$ cat config.mk
export PLATFORM = sky130hd
export DESIGN_NAME = ppom_port_pin_override_mux
export DESIGN_NICKNAME = d
export VERILOG_FILES = /design/src/logic/ppom_pkg.sv /design/src/logic/ppom_port_pin_override_mux.sv
export VERILOG_INCLUDE_DIRS = /design/src /design/src/logic
export SDC_FILE = /design/constraint.sdc
export NUM_CORES = 1
export LEC_CHECK = 0
export ABC_CLOCK_PERIOD_IN_PS = 2300
export BUFFER_PORTS_ARGS = -buffer_cell sky130_fd_sc_hd__buf_4
export CAP_MARGIN = 40
export CORE_AREA = 5 5 84 86
export DETAILED_ROUTE_END_ITERATION = 12
export DIE_AREA = 0 0 89 91
export PLACE_DENSITY = 0.79
export SLEW_MARGIN = 20
export SYNTH_ARGS = -nofsm -noshare
export SYNTH_HDL_FRONTEND = slang
export SYNTH_SLANG_ARGS = --single-unit
$ cat constraint.sdc
create_clock -name clk_i -period 2.3 [get_ports clk_i]
set_input_delay 0.46 -clock clk_i [delete_from_list [all_inputs] [get_ports clk_i]]
set_output_delay 0.46 -clock clk_i [all_outputs]
set_load 0.05 [all_outputs]
$ cat src/logic/ppom_regs.svh
/*
 * constants of the port pin override mux: widths, pin positions,
 * reset values and the default pull-up pattern.
 * assumes nothing beyond being included once per compilation unit.
 */
`ifndef PPOM_REGS_SVH
`define PPOM_REGS_SVH

// port geometry
`define PPOM_PORT_WIDTH     8
// pin positions of the fixed alternate functions
`define PPOM_PIN_SER_DATA   0
`define PPOM_PIN_SER_OUT    1
`define PPOM_PIN_SER_CLK    2
`define PPOM_PIN_CAPTURE    4
// {direction, latch, global disable} that turns a pull-up on
`define PPOM_PULLUP_PATTERN 3'h2
// reset values
`define PPOM_LATCH_RST      8'h00
`define PPOM_DIR_RST        8'h00

`endif

$ cat src/logic/ppom_pkg.sv
/*
 * types of the port pin override mux.
 * assumes ppom_regs.svh for the numeric constants.
 */
`default_nettype none

package ppom_pkg;

    // override bundle that one peripheral presents for one pin
    typedef struct packed {
        logic pullup_override_en;
        logic pullup_override_val;
        logic dir_override_en;
        logic dir_override_val;
        logic value_override_en;
        logic value_override_val;
        logic toggle_override_en;
        logic input_en_override_en;
        logic input_en_override_val;
    } ppom_ovr_type;

    // pad controls of the whole port
    typedef struct packed {
        logic [7:0] drive_en;
        logic [7:0] drive_val;
        logic [7:0] pullup_en;
    } ppom_pad_type;

    // resolved controls of one pin
    typedef struct packed {
        logic drive_en;
        logic drive_val;
        logic pullup_en;
    } ppom_pin_type;

endpackage : ppom_pkg

`default_nettype wire

$ cat src/logic/ppom_port_pin_override_mux.sv
/*
 * port pin override mux for one eight-bit port: latch, direction,
 * pin synchroniser, per-pin peripheral overrides and the routing of
 * the unsynchronised input to the fixed alternate functions.
 * assumes every input except pad_in_i is synchronous to clk_i and that peripherals
 * resynchronise alt_digital_in themselves.
 */
//
// Contract
// RULE1: pull-up override enable makes pull-up follow its override value only.
// RULE2: without override, pull-up on only for direction/latch/disable 010.
// RULE3: without direction override, driver enable follows direction bit.
// RULE4: with direction override, driver enable follows override value.
// RULE5: driver enabled and value override set: pin drives override value.
// RULE6: driver enabled, no value override: pin drives output latch.
// RULE7: toggle override enable inverts the stored output latch bit.
// RULE8: without input override, input enable follows normal or sleep state.
// RULE9: with input override, input enable follows its override value.
// RULE10: alt digital input taken after trigger, before pin synchroniser.
// RULE11: peripherals synchronise alt digital input unless used as clock.
// RULE12: peripherals generate pin override enables and values themselves; the mux makes the pin 1 value and pin 2 input overrides itself.
// RULE13: clock, sleep, global pull-up disable shared; overrides per pin.
// RULE14: software waits one idle cycle before reading back written pins; the two-stage synchroniser here needs two idle cycles.
// RULE15: port bit n feeds pin change source n, n from 0 to 7.
// RULE16: bit 2 is external interrupt 1 and serial clock in both modes.
// RULE17: bit 1 carries three-wire data out of the serial unit.
// RULE18: bit 0 is serial data in, three-wire and two-wire modes.
// RULE19: bit 4 supplies timer 0 capture input besides pin change.
// RULE20: writing one to a pin sample bit toggles its output latch bit.
// RULE21: sleep clamps inputs unless override or enabled ext interrupt.
// RULE22: disabled driver ignores pin value; reset clears override enables.

`default_nettype none

`include "ppom_regs.svh"

module ppom_port_pin_override_mux
    import ppom_pkg::*;
#(
    parameter int WIDTH = `PPOM_PORT_WIDTH
) (
    // clock and reset
    input  wire logic               clk_i,
    input  wire logic               rst_i,
    // software access to latch, direction and pin locations
    input  wire logic               latch_wr_i,
    input  wire logic [WIDTH-1:0]   latch_wdata_i,
    input  wire logic               dir_wr_i,
    input  wire logic [WIDTH-1:0]   dir_wdata_i,
    input  wire logic               sample_wr_i,
    input  wire logic [WIDTH-1:0]   sample_wdata_i,
    // shared controls
    input  wire logic               sleep_i,
    input  wire logic               pullup_global_disable_i,
    input  wire logic               ext_irq1_enable_i,
    // serial unit mode and data
    input  wire logic               three_wire_mode_i,
    input  wire logic               two_wire_mode_i,
    input  wire logic               three_wire_data_out_i,
    // per-pin peripheral overrides
    input  wire ppom_ovr_type [WIDTH-1:0] ovr_i,
    // pad side
    input  wire logic [WIDTH-1:0]   pad_in_i,
    output var  ppom_pad_type       pad_o,
    // register read-back
    output logic [WIDTH-1:0]        output_latch_o,
    output logic [WIDTH-1:0]        direction_o,
    output logic [WIDTH-1:0]        pin_sample_o,
    // unsynchronised input to peripherals
    output logic [WIDTH-1:0]        alt_digital_in_o,
    output logic [WIDTH-1:0]        pin_change_source_o,
    output logic                    ext_irq1_input_o,
    output logic                    serial_clock_pin_o,
    output logic                    two_wire_clock_o,
    output logic                    three_wire_data_in_o,
    output logic                    two_wire_data_o,
    output logic                    capture_input0_o
);

    // resolve one pin from its overrides and register bits
    function automatic ppom_pin_type resolve_pin(
        input ppom_ovr_type ovr,
        input logic         dir,
        input logic         latch,
        input logic         pullup_global_disable
    );
        ppom_pin_type res;
        if (ovr.pullup_override_en) begin
            res.pullup_en = ovr.pullup_override_val;        // see RULE1
        end else begin
            res.pullup_en =
                ({dir, latch, pullup_global_disable} == `PPOM_PULLUP_PATTERN); // see RULE2
        end
        res.drive_en = ovr.dir_override_en ?
            ovr.dir_override_val : dir;                  // see RULE3 RULE4
        res.drive_val = ovr.value_override_en ?
            ovr.value_override_val : latch;              // see RULE5 RULE6
        // a disabled driver leaves the level meaningless
        if (!res.drive_en) begin
            res.drive_val = 1'b0;                        // see RULE22
        end
        return res;
    endfunction : resolve_pin

    // register state
    logic [WIDTH-1:0] latch_q;
    logic [WIDTH-1:0] latch_d;
    logic [WIDTH-1:0] dir_q;
    logic [WIDTH-1:0] dir_d;
    logic [WIDTH-1:0] sync_q;
    logic [WIDTH-1:0] sample_q;
    logic [WIDTH-1:0] alt_q;
    logic [WIDTH-1:0] alt_d;
    ppom_pad_type     pad_q;
    ppom_pad_type     pad_d;
    ppom_ovr_type [WIDTH-1:0] ovr_eff;
    logic [WIDTH-1:0] in_en;

    // merged overrides; reset forces every enable low
    always_comb begin
        for (int i = 0; i < WIDTH; i++) begin
            ovr_eff[i] = rst_i ? '0 : ovr_i[i];          // see RULE22
        end
        // serial data out takes pin 1 value in three-wire mode
        if (!rst_i && three_wire_mode_i) begin
            ovr_eff[`PPOM_PIN_SER_OUT].value_override_en  = 1'b1;
            ovr_eff[`PPOM_PIN_SER_OUT].value_override_val =
                three_wire_data_out_i;                   // see RULE17
        end
        // an enabled external interrupt keeps its input alive in sleep
        if (!rst_i && ext_irq1_enable_i) begin
            ovr_eff[`PPOM_PIN_SER_CLK].input_en_override_en  = 1'b1;
            ovr_eff[`PPOM_PIN_SER_CLK].input_en_override_val = 1'b1;
        end                                              // see RULE21
    end

    // latch and direction next values
    always_comb begin
        latch_d = latch_wr_i ? latch_wdata_i : latch_q;
        // pin location write of ones flips the latch
        if (sample_wr_i) begin
            latch_d = latch_d ^ sample_wdata_i;          // see RULE20
        end
        for (int i = 0; i < WIDTH; i++) begin
            if (ovr_eff[i].toggle_override_en) begin
                latch_d[i] = ~latch_d[i];                // see RULE7
            end
        end
        dir_d = dir_wr_i ? dir_wdata_i : dir_q;
    end

    // latch and direction registers
    always_ff @(posedge clk_i) begin
        if (rst_i) begin
            latch_q <= `PPOM_LATCH_RST;
            dir_q   <= `PPOM_DIR_RST;
        end else begin
            latch_q <= latch_d;
            dir_q   <= dir_d;
        end
    end

    // pad controls; shared pud, private overrides
    always_comb begin
        pad_d = '0;
        for (int i = 0; i < WIDTH; i++) begin
            ppom_pin_type r;
            r = resolve_pin(ovr_eff[i], dir_d[i], latch_d[i],
                            pullup_global_disable_i);    // see RULE13
            pad_d.drive_en[i]  = r.drive_en;
            pad_d.drive_val[i] = r.drive_val;
            pad_d.pullup_en[i] = r.pullup_en;
        end
    end

    // pad register; tri-state and no pull-up during reset
    always_ff @(posedge clk_i) begin
        if (rst_i) begin
            pad_q <= '0;
        end else begin
            pad_q <= pad_d;
        end
    end

    // input enable and clamp ahead of the trigger
    always_comb begin
        for (int i = 0; i < WIDTH; i++) begin
            if (ovr_eff[i].input_en_override_en) begin
                in_en[i] = ovr_eff[i].input_en_override_val; // see RULE9
            end else begin
                in_en[i] = ~sleep_i;                     // see RULE8 RULE21
            end
        end
        alt_d = pad_in_i & in_en;
    end

    // single stage to peripherals; they add their own sync
    always_ff @(posedge clk_i) begin
        if (rst_i) begin
            alt_q <= '0;
        end else begin
            alt_q <= alt_d;                              // see RULE10
        end
    end

    // two-stage synchroniser toward the pin sample location
    always_ff @(posedge clk_i) begin
        if (rst_i) begin
            sync_q   <= '0;
            sample_q <= '0;
        end else begin
            sync_q   <= alt_d;
            sample_q <= sync_q;
        end
    end

    // outputs straight from flops
    assign pad_o          = pad_q;
    assign output_latch_o = latch_q;
    assign direction_o    = dir_q;
    assign pin_sample_o   = sample_q;
    assign alt_digital_in_o = alt_q;

    // fixed alternate function routing
    assign pin_change_source_o  = alt_q;                 // see RULE15
    assign ext_irq1_input_o     = alt_q[`PPOM_PIN_SER_CLK]; // see RULE16
    assign serial_clock_pin_o   = alt_q[`PPOM_PIN_SER_CLK]; // see RULE16
    assign two_wire_clock_o     = alt_q[`PPOM_PIN_SER_CLK]; // see RULE16
    assign three_wire_data_in_o = alt_q[`PPOM_PIN_SER_DATA]; // see RULE18
    assign two_wire_data_o      = alt_q[`PPOM_PIN_SER_DATA]; // see RULE18
    assign capture_input0_o     = alt_q[`PPOM_PIN_CAPTURE]; // see RULE19

    // two-wire mode flag is decoded inside the serial unit itself
    logic unused_mode;
    assign unused_mode = two_wire_mode_i;
endmodule : ppom_port_pin_override_mux

`default_nettype wire

# --- Yosys cells after proc, flatten, opt, wreduce, memory -nomap -nowiden ---
# Index checks and enable logic that the tools add are counted.
word_totals:
  reg_bits: 56
  output_inout_bits: 70
  wordCells: 105
  input_bits: 115
classes:
  eq_ne: 8
  bitwise_logic: 19
  mux: 53
  reduce_logical: 11
op_table:
  columns: ["op", "n"]
  rows:
  - ["$mux W9", 8]
  - ["$mux W1", 40]
  - ["$eq A3 B2 Y1 const B", 8]
  - ["$mux W8", 3]
  - ["$not A1 Y1", 17]
  - ["$reduce_or A2 Y1", 8]
  - ["$and A8 B8 Y8", 1]
  - ["$xor A8 B8 Y8", 1]
  - ["$mux W2", 2]
  - ["$logic_and A1 B1 Y1", 2]
  - ["$logic_not A1 Y1", 1]

# --- Longest topological paths before layout ---
# Gate-level depths: netlist of the first run.
depth:
  word_depth: 7
  depth_mapped: 4
  ltp_nobuf: 3

# --- Worst setup path after synthesis of the first run ---
# Ideal clock, no wire load.
synth_path:
  path_type: "input to register"
  from: "input latch_wr_i"
  to: "register pad_q, in the netlist pad_o[13]"
  setup_time_ns: 0.103
  stages: 4
  path_buffers: 1
  setup_slack_ns: 0.716
  t_arrival_ns: 1.480
  required_time_ns: 2.197
  cell_sequence: "buf_2 mux2i_1 xnor3_1 a2111oi_2"
synth_via:
  elab_chain_cells: 6
synth_lines:
  columns: ["element", "line_no", "rtl"]
  rows:
  - ["from (decl)", "ppom_port_pin_override_mux.sv:46", "input wire logic latch_wr_i,"]
  - ["$mux W8 (*)", "ppom_port_pin_override_mux.sv:139", "latch_d = latch_wr_i ? latch_wdata_i : latch_q;"]
  - ["$xor A8 B8 Y8", "ppom_port_pin_override_mux.sv:142", "latch_d = latch_d ^ sample_wdata_i;"]
  - ["$mux W8 (*)", "ppom_port_pin_override_mux.sv:141", "if (sample_wr_i) begin"]
  - ["$not A1 Y1", "ppom_port_pin_override_mux.sv:146", "latch_d[i] = ~latch_d[i];"]
  - ["$mux W1 (*)", "ppom_port_pin_override_mux.sv:145", "if (ovr_eff[i].toggle_override_en) begin"]
  - ["$mux W1 (*)", "ppom_port_pin_override_mux.sv:96", "res.drive_val = ovr.value_override_en ?"]
  - ["to (signal assigned)", "ppom_port_pin_override_mux.sv:181", "pad_q <= pad_d;"]
  - ["to (decl)", "ppom_port_pin_override_mux.sv:114", "ppom_pad_type pad_q;"]
# Every way passes the cells marked *; elsewhere a longest branch is shown, timed or not.
# A chain may end at the register's enable or synchronous reset.

==> flow_metrics.env, run 1 <==
export IMPL_core_sq_mm=0.00620
export IMPL_critPathSlowestCell="dfxtp_1"
export IMPL_grt_start_max_net_pins=33
export IMPL_synthesis_area_sq_mm=0.00242
export IMPL_cts_resized_gates=0
export IMPL_timing_fmax_ghz=0.697
export IMPL_synthSimpleGateAreaFrac_pct=19.1
export IMPL_endpoint_kind="primary output"
export IMPL_async_reset_ff_share_pct=0
export IMPL_synth_cell_type_count=21
export IMPL_vias_per_cell=4.70
export IMPL_worst_pin_slew_ns=0.335
export IMPL_dr_wl_met3_um=1060
export IMPL_placed_cells=472
export IMPL_hold_violations=0
export IMPL_synthAdderAreaFrac_pct=0
export IMPL_outcome="finished clean"
export IMPL_synth_common_cells="56 x dfxtp_1, 25 x nor2_1, 24 x nor2b_1, 17 x mux2i_1, 16 x nand2_1"
export IMPL_vias=2254
export IMPL_gp_congestion=0.778
export IMPL_finalSetupTns_ns=0
export IMPL_final_nets=517
export IMPL_port_buffers=183
export IMPL_antenna_cells=0
export IMPL_wl_met1_um=2590
export IMPL_ir_drop_v=0.000399
export IMPL_worstPathRequired_ns=1.84
export IMPL_cts_root_buffer="clkbuf_8"
export IMPL_grt_first_pass_wirelength_um=10900
export IMPL_crit_chain="buf_4"
export IMPL_synth_area_leaders="dfxtp_1 46%, xnor3_1 7.4%, mux2i_1 7.0%"
export IMPL_cp_max_fo=6
export IMPL_synth_top_area_share_pct=46.3
export IMPL_drt_initial_drc_count=24
export IMPL_fin_cells=480
export IMPL_power_per_cell_area_mw_per_mm2=629
export IMPL_design_area_sq_mm=0.00384
export IMPL_io_pins=185
export IMPL_wl_met2_um=3540
export IMPL_n_fill_cell=536
export IMPL_area_growth_pct=58.6
export IMPL_cts_tree="done"
export IMPL_cts_buffers=5
export IMPL_drtAntennaViolNets=0
export IMPL_cpPeakStageDelay_ns=0.44
export IMPL_dieArea_sq_mm=0.00810
export IMPL_synthesis_nets=350
export IMPL_clock_skew_ns=0.00537
export IMPL_grt_ovfl_total=0
export IMPL_dp_hpwl_um=6110
export IMPL_synth_flop_cell="dfxtp_1"
export IMPL_grt_usage_pct=17.1
export IMPL_place_area_sq_mm=0.00375
export IMPL_cts_setup_buffers=0
export IMPL_maxSlewViolCount=0
export IMPL_multi_input_area_sq_mm=0.00111
export IMPL_synth_top_family_by_area="simple AND/OR/NAND/NOR gates"
export IMPL_synthXorXnorAreaFrac_pct=7.45
export IMPL_drive_above_1_share_pct=51.4
export IMPL_crit_type="reg2out"
export IMPL_synth_edf_count=0
export IMPL_fp_dieH_um=91
export IMPL_insertion_delay_ns=0.30
export IMPL_place_ws_ns=0.586
export IMPL_postSynthCellCount=235
export IMPL_synth_compound_area_share_pct=8.79
export IMPL_setup_viol=0
export IMPL_finalCritPeriodShare_pct=62.4
export IMPL_cap_violations=0
export IMPL_fp_dieW_um=89
export IMPL_grt_pass1_vias=2357
export IMPL_firstDrtPassIters=3
export IMPL_relSlewSlack_pct=77.7
export IMPL_synth_avg_cell_area_sq_um=10.3
export IMPL_highest_layer="met4"
export IMPL_drt_total_wl_um=7290
export IMPL_cp_top_family="flip-flops"
export IMPL_synth_warnings=0
export IMPL_p_leak_uw=0.00195
export IMPL_path_clk_slew_ns=0.09
export IMPL_drc=0
export IMPL_cts_sinks=56
export IMPL_wl_per_cell_um=15.2
export IMPL_ys_ff_latch=56
export IMPL_cts_hold_buf=0
export IMPL_seq_area_sq_mm=0.00112
export IMPL_hold_class="in2reg"
export IMPL_synthMuxAreaShare_pct=10.8
export IMPL_start_util_pct=39.0
export IMPL_crit_buf_inv=1
export IMPL_critPathArrivalTime_ns=0.98
export IMPL_setup_ws_ns=0.865
export IMPL_crit_path_start_kind="flop"
export IMPL_rows=29
export IMPL_antenna_found_initial=0
export IMPL_yosysMostFrequentCell="dfxtp_1"
export IMPL_ys_seq_area_share_pct=46.3
export IMPL_rsz0062_at_grt="false"
export IMPL_htree_levels=2
export IMPL_synth_top_cell_by_area="dfxtp_1"
export IMPL_min_period_ns=1.44
export IMPL_cts_buffer_depth=2
==> logic make-up after synthesis <==
family / after synthesis
flip-flops: 56
multiplexers: 25
XOR/XNOR: 8
buffers and inverters: 32
AND/OR/NAND/NOR: 90
AO/OA/AOI/OAI: 24
==> metal layers <==
metal	vias up	global-route usage (%)
li1	1112	-
met1	1007	17.9
met2	127	30.4
met3	8	7.69
met4	0	4.84
met5	-	0
==> state kept, by name, indices dropped and copies added, names as in the netlist <==
| register | count |
|---|---|
| direction_o | 8 |
| output_latch_o | 8 |
| pad_o | 24 |
| pin_sample_o | 8 |
| sync_q | 8 |
==> through the flow <==
stage	hold WS, ns	power [uW]	util (%)
final	0.424	2420	61.8
after global routing	0.404	2540	61.8
after CTS	0.409	2450	61.8
after floorplan	0.610	1590	-
after detailed placement	0.470	1910	60.4
after global placement	0.470	1890	60.4
==> layout make-up <==
class	count	area share (%)
Tap cell	77	2.51
Sequential cell	56	29.2
Multi-Input combinational cell	147	29.1
Timing Repair Buffer	185	36.2
Inverter	7	0.685
Clock buffer	8	2.35
==> layout by cell type (no fill, tap or decap), types with 6 or more instances in the layout <==
master     instances
dfxtp_1           56
buf_4            185
a2111oi_2          8
nor2_1            25
a21oi_1            7
nor3_1             7
o22ai_1            8
mux2i_1           17
mux2_2             8
inv_1              7
or3_1              8
nand2_1           16
xnor3_1            8
nor3b_1            8
nor2b_1           24
clkbuf_8           6
==> path summary, 6_finish.rpt <==
| kind | end | slack (ns) | start | cells after the start |
|---|---|---|---|---|
| worst min register to register | pin_sample_o[3] | 0.48 | sync_q[3] | 1 |
| worst max-delay path | pin_change_source_o[2] | 0.86 | sync_q[2] | 1 |
| worst max register to register | pad_o[13] | 1.04 | output_latch_o[5] | 3 |
| worst min-delay path | pad_o[5] | 0.42 | ovr_i[52] | 3 |
==> report_power, final <==
part | leakage [uW] | switching, uW | internal, uW | total (uW)
clock | 0.0000455 | 292 | 246 | 539
sequential | 0.000462 | 29.2 | 1040 | 1070
combinational | 0.00144 | 473 | 336 | 810
total | 0.00195 | 795 | 1620 | 2420
Power figures use the tool's default switching activity.
==> run 2, diff against run 1 <==
ABC_CLOCK_PERIOD_IN_PS = 1400   (was 2300)
clock period = 1.4 ns   (was 2.3 ns; I/O delays follow)
==> run 2 against run 1 <==
Die area is the same. Clock power grew 110%. Sequential share of layout area shrank 0.61 points. Design area grew 2.9%. Critical path type is now reg2reg. Largest cell class unchanged.
==> flow_metrics.env, run 2 (same netlist as run 1, synthesis figures left out) <==
export IMPL_p_switching_uw=1360
export IMPL_cts_buffers=5
export IMPL_cp_startpoint="output_latch_o[4]"
export IMPL_drt_initial_drc_count=57
export IMPL_final_cell_mix="194 x buf_4, 49 x dfxtp_1, 25 x nor2_1, 24 x nor2b_1, 17 x mux2i_1"
export IMPL_power_share_switching_pct=31.5
export IMPL_cap_violations=0
export IMPL_ir_drop_v=0.000588
export IMPL_crit_chain="mux2i_1 -> xnor3_1 -> a2111oi_2"
export IMPL_p_int_uw=2940
export IMPL_grt_start_max_net_pins=43
export IMPL_endpoint_kind="flop"
export IMPL_drtAntennaViolNets=0
export IMPL_start_util_pct=39.0
export IMPL_hold_violations=0
export IMPL_maxSlewViolCount=0
export IMPL_dp_hpwl_um=6480
export IMPL_hold_class="in2reg"
export IMPL_min_delay_start="pad_in_i[0]"
export IMPL_io_pins=185
export IMPL_cts_tree="done"
export IMPL_cp_max_fo=2
export IMPL_setup_viol=0
export IMPL_final_nets=526
export IMPL_vias_per_cell=4.77
export IMPL_final_common_cell="buf_4"
export IMPL_place_area_sq_mm=0.00382
export IMPL_place_ws_ns=-0.160
export IMPL_fin_hold_ws_ns=0.239
export IMPL_finalCritPeriodShare_pct=90.6
export IMPL_outcome="finished clean"
export IMPL_core_sq_mm=0.00620
export IMPL_largest_register_ffs=24
export IMPL_firstDrtPassIters=4
export IMPL_vias=2333
export IMPL_clkPwrFrac_pct=26.5
export IMPL_cts_hold_buf=0
export IMPL_area_growth_pct=63.2
export IMPL_crit_path_start_kind="flop"
export IMPL_antenna_found_initial=0
export IMPL_worst_pin_slew_ns=0.445
export IMPL_design_area_sq_mm=0.00395
export IMPL_rr_startpoint="output_latch_o[4]"
export IMPL_grt_ovfl_total=0
export IMPL_grt_pass1_vias=2455
export IMPL_htree_levels=2
export IMPL_p_seq_share_pct=41.0
export IMPL_dieArea_sq_mm=0.00810
export IMPL_cts_buffer_depth=2
export IMPL_min_period_ns=1.27
export IMPL_fp_dieW_um=89
export IMPL_drive_above_1_share_pct=54.6
export IMPL_wl_per_cell_um=15.9
export IMPL_power_per_cell_area_mw_per_mm2=1090
export IMPL_setup_ws_ns=0.132
export IMPL_p_leak_uw=0.00201
export IMPL_grt_usage_pct=18.2
export IMPL_cpPeakStageDelay_ns=0.40
export IMPL_cts_setup_buffers=0
export IMPL_timing_fmax_ghz=0.789
export IMPL_drt_total_wl_um=7760
export IMPL_insertion_delay_ns=0.30
export IMPL_crit_type="reg2reg"
export IMPL_critPathArrivalTime_ns=1.46
export IMPL_critPathSlowestCell="a2111oi_2"
export IMPL_path_clk_slew_ns=0.10
export IMPL_cts_sinks=56
export IMPL_rows=29
export IMPL_combPwrFrac_pct=32.5
export IMPL_worstPathRequired_ns=1.59
export IMPL_cts_resized_gates=0
export IMPL_rsz0062_at_grt="false"
export IMPL_antenna_cells=0
export IMPL_grt_first_pass_wirelength_um=11600
export IMPL_cts_root_buffer="clkbuf_8"
export IMPL_port_buffers=183
export IMPL_gp_congestion=0.768
export IMPL_clock_skew_ns=0.00708
export IMPL_drc=0
export IMPL_fp_dieH_um=91
export IMPL_relSlewSlack_pct=70.3
==> run 2: cell type report <==
cell class | instances | area, sq um
clock buffers | 7 | 96.3
clock inverters | 1 | 30.0
repair buffers | 194 | 1460
multi-input cells | 147 | 1110
well taps | 77 | 96.3
inverters | 7 | 26.3
flip-flops and latches | 56 | 1130
fillers | 531 | 2250
==> run 2: power groups by stage <==
stage / combinational [uW] / clock (uW) / sequential [uW]
after CTS: 1410 / 1180 / 1760
after global placement: 1380 / 0 / 1800
after detailed placement: 1410 / 0 / 1800
final: 1400 / 1140 / 1760
after floorplan: 440 / 0 / 2190
after global routing: 1480 / 1250 / 1780
==> run 2: critical path, delay by kind of cell (launching register included) <==
family          cells  cell delay, ns
xor+xnor            1            0.28
compound gates      1            0.40
flops               1            0.33
mux                 1            0.14
==> run 2: through the flow <==
step	instances	TNS, ns	total power, uW	util, %
2_1_floorplan	235	0	2630	-
3_3_place_gp	481	-0.820	3180	61.6
3_5_place_dp	481	-1.41	3210	61.6
4_1_cts	489	0	4360	63.7
5_1_grt	489	0	4500	63.7
6_report	489	0	4300	63.7
==> run 2: path summary, 6_finish.rpt <==
check | cells after the start | end | slack, ns
max | 3 | pad_o[12] | 0.13
max reg2reg | 3 | pad_o[12] | 0.13
min | 2 | sync_q[0] | 0.24
min reg2reg | 1 | pin_sample_o[3] | 0.49
==> run 2: layer usage <==
metal  wire length [um]  track usage, %  vias to the layer above  part of all wire, %
met3               1090            7.51                        8                   14
met1               2680            19.5                     1058                   35
met2               3890            32.6                      133                   50
met5                  0               0                        -                    0
met4                 99            4.34                        0                  1.3
li1                   -               -                     1134                    -
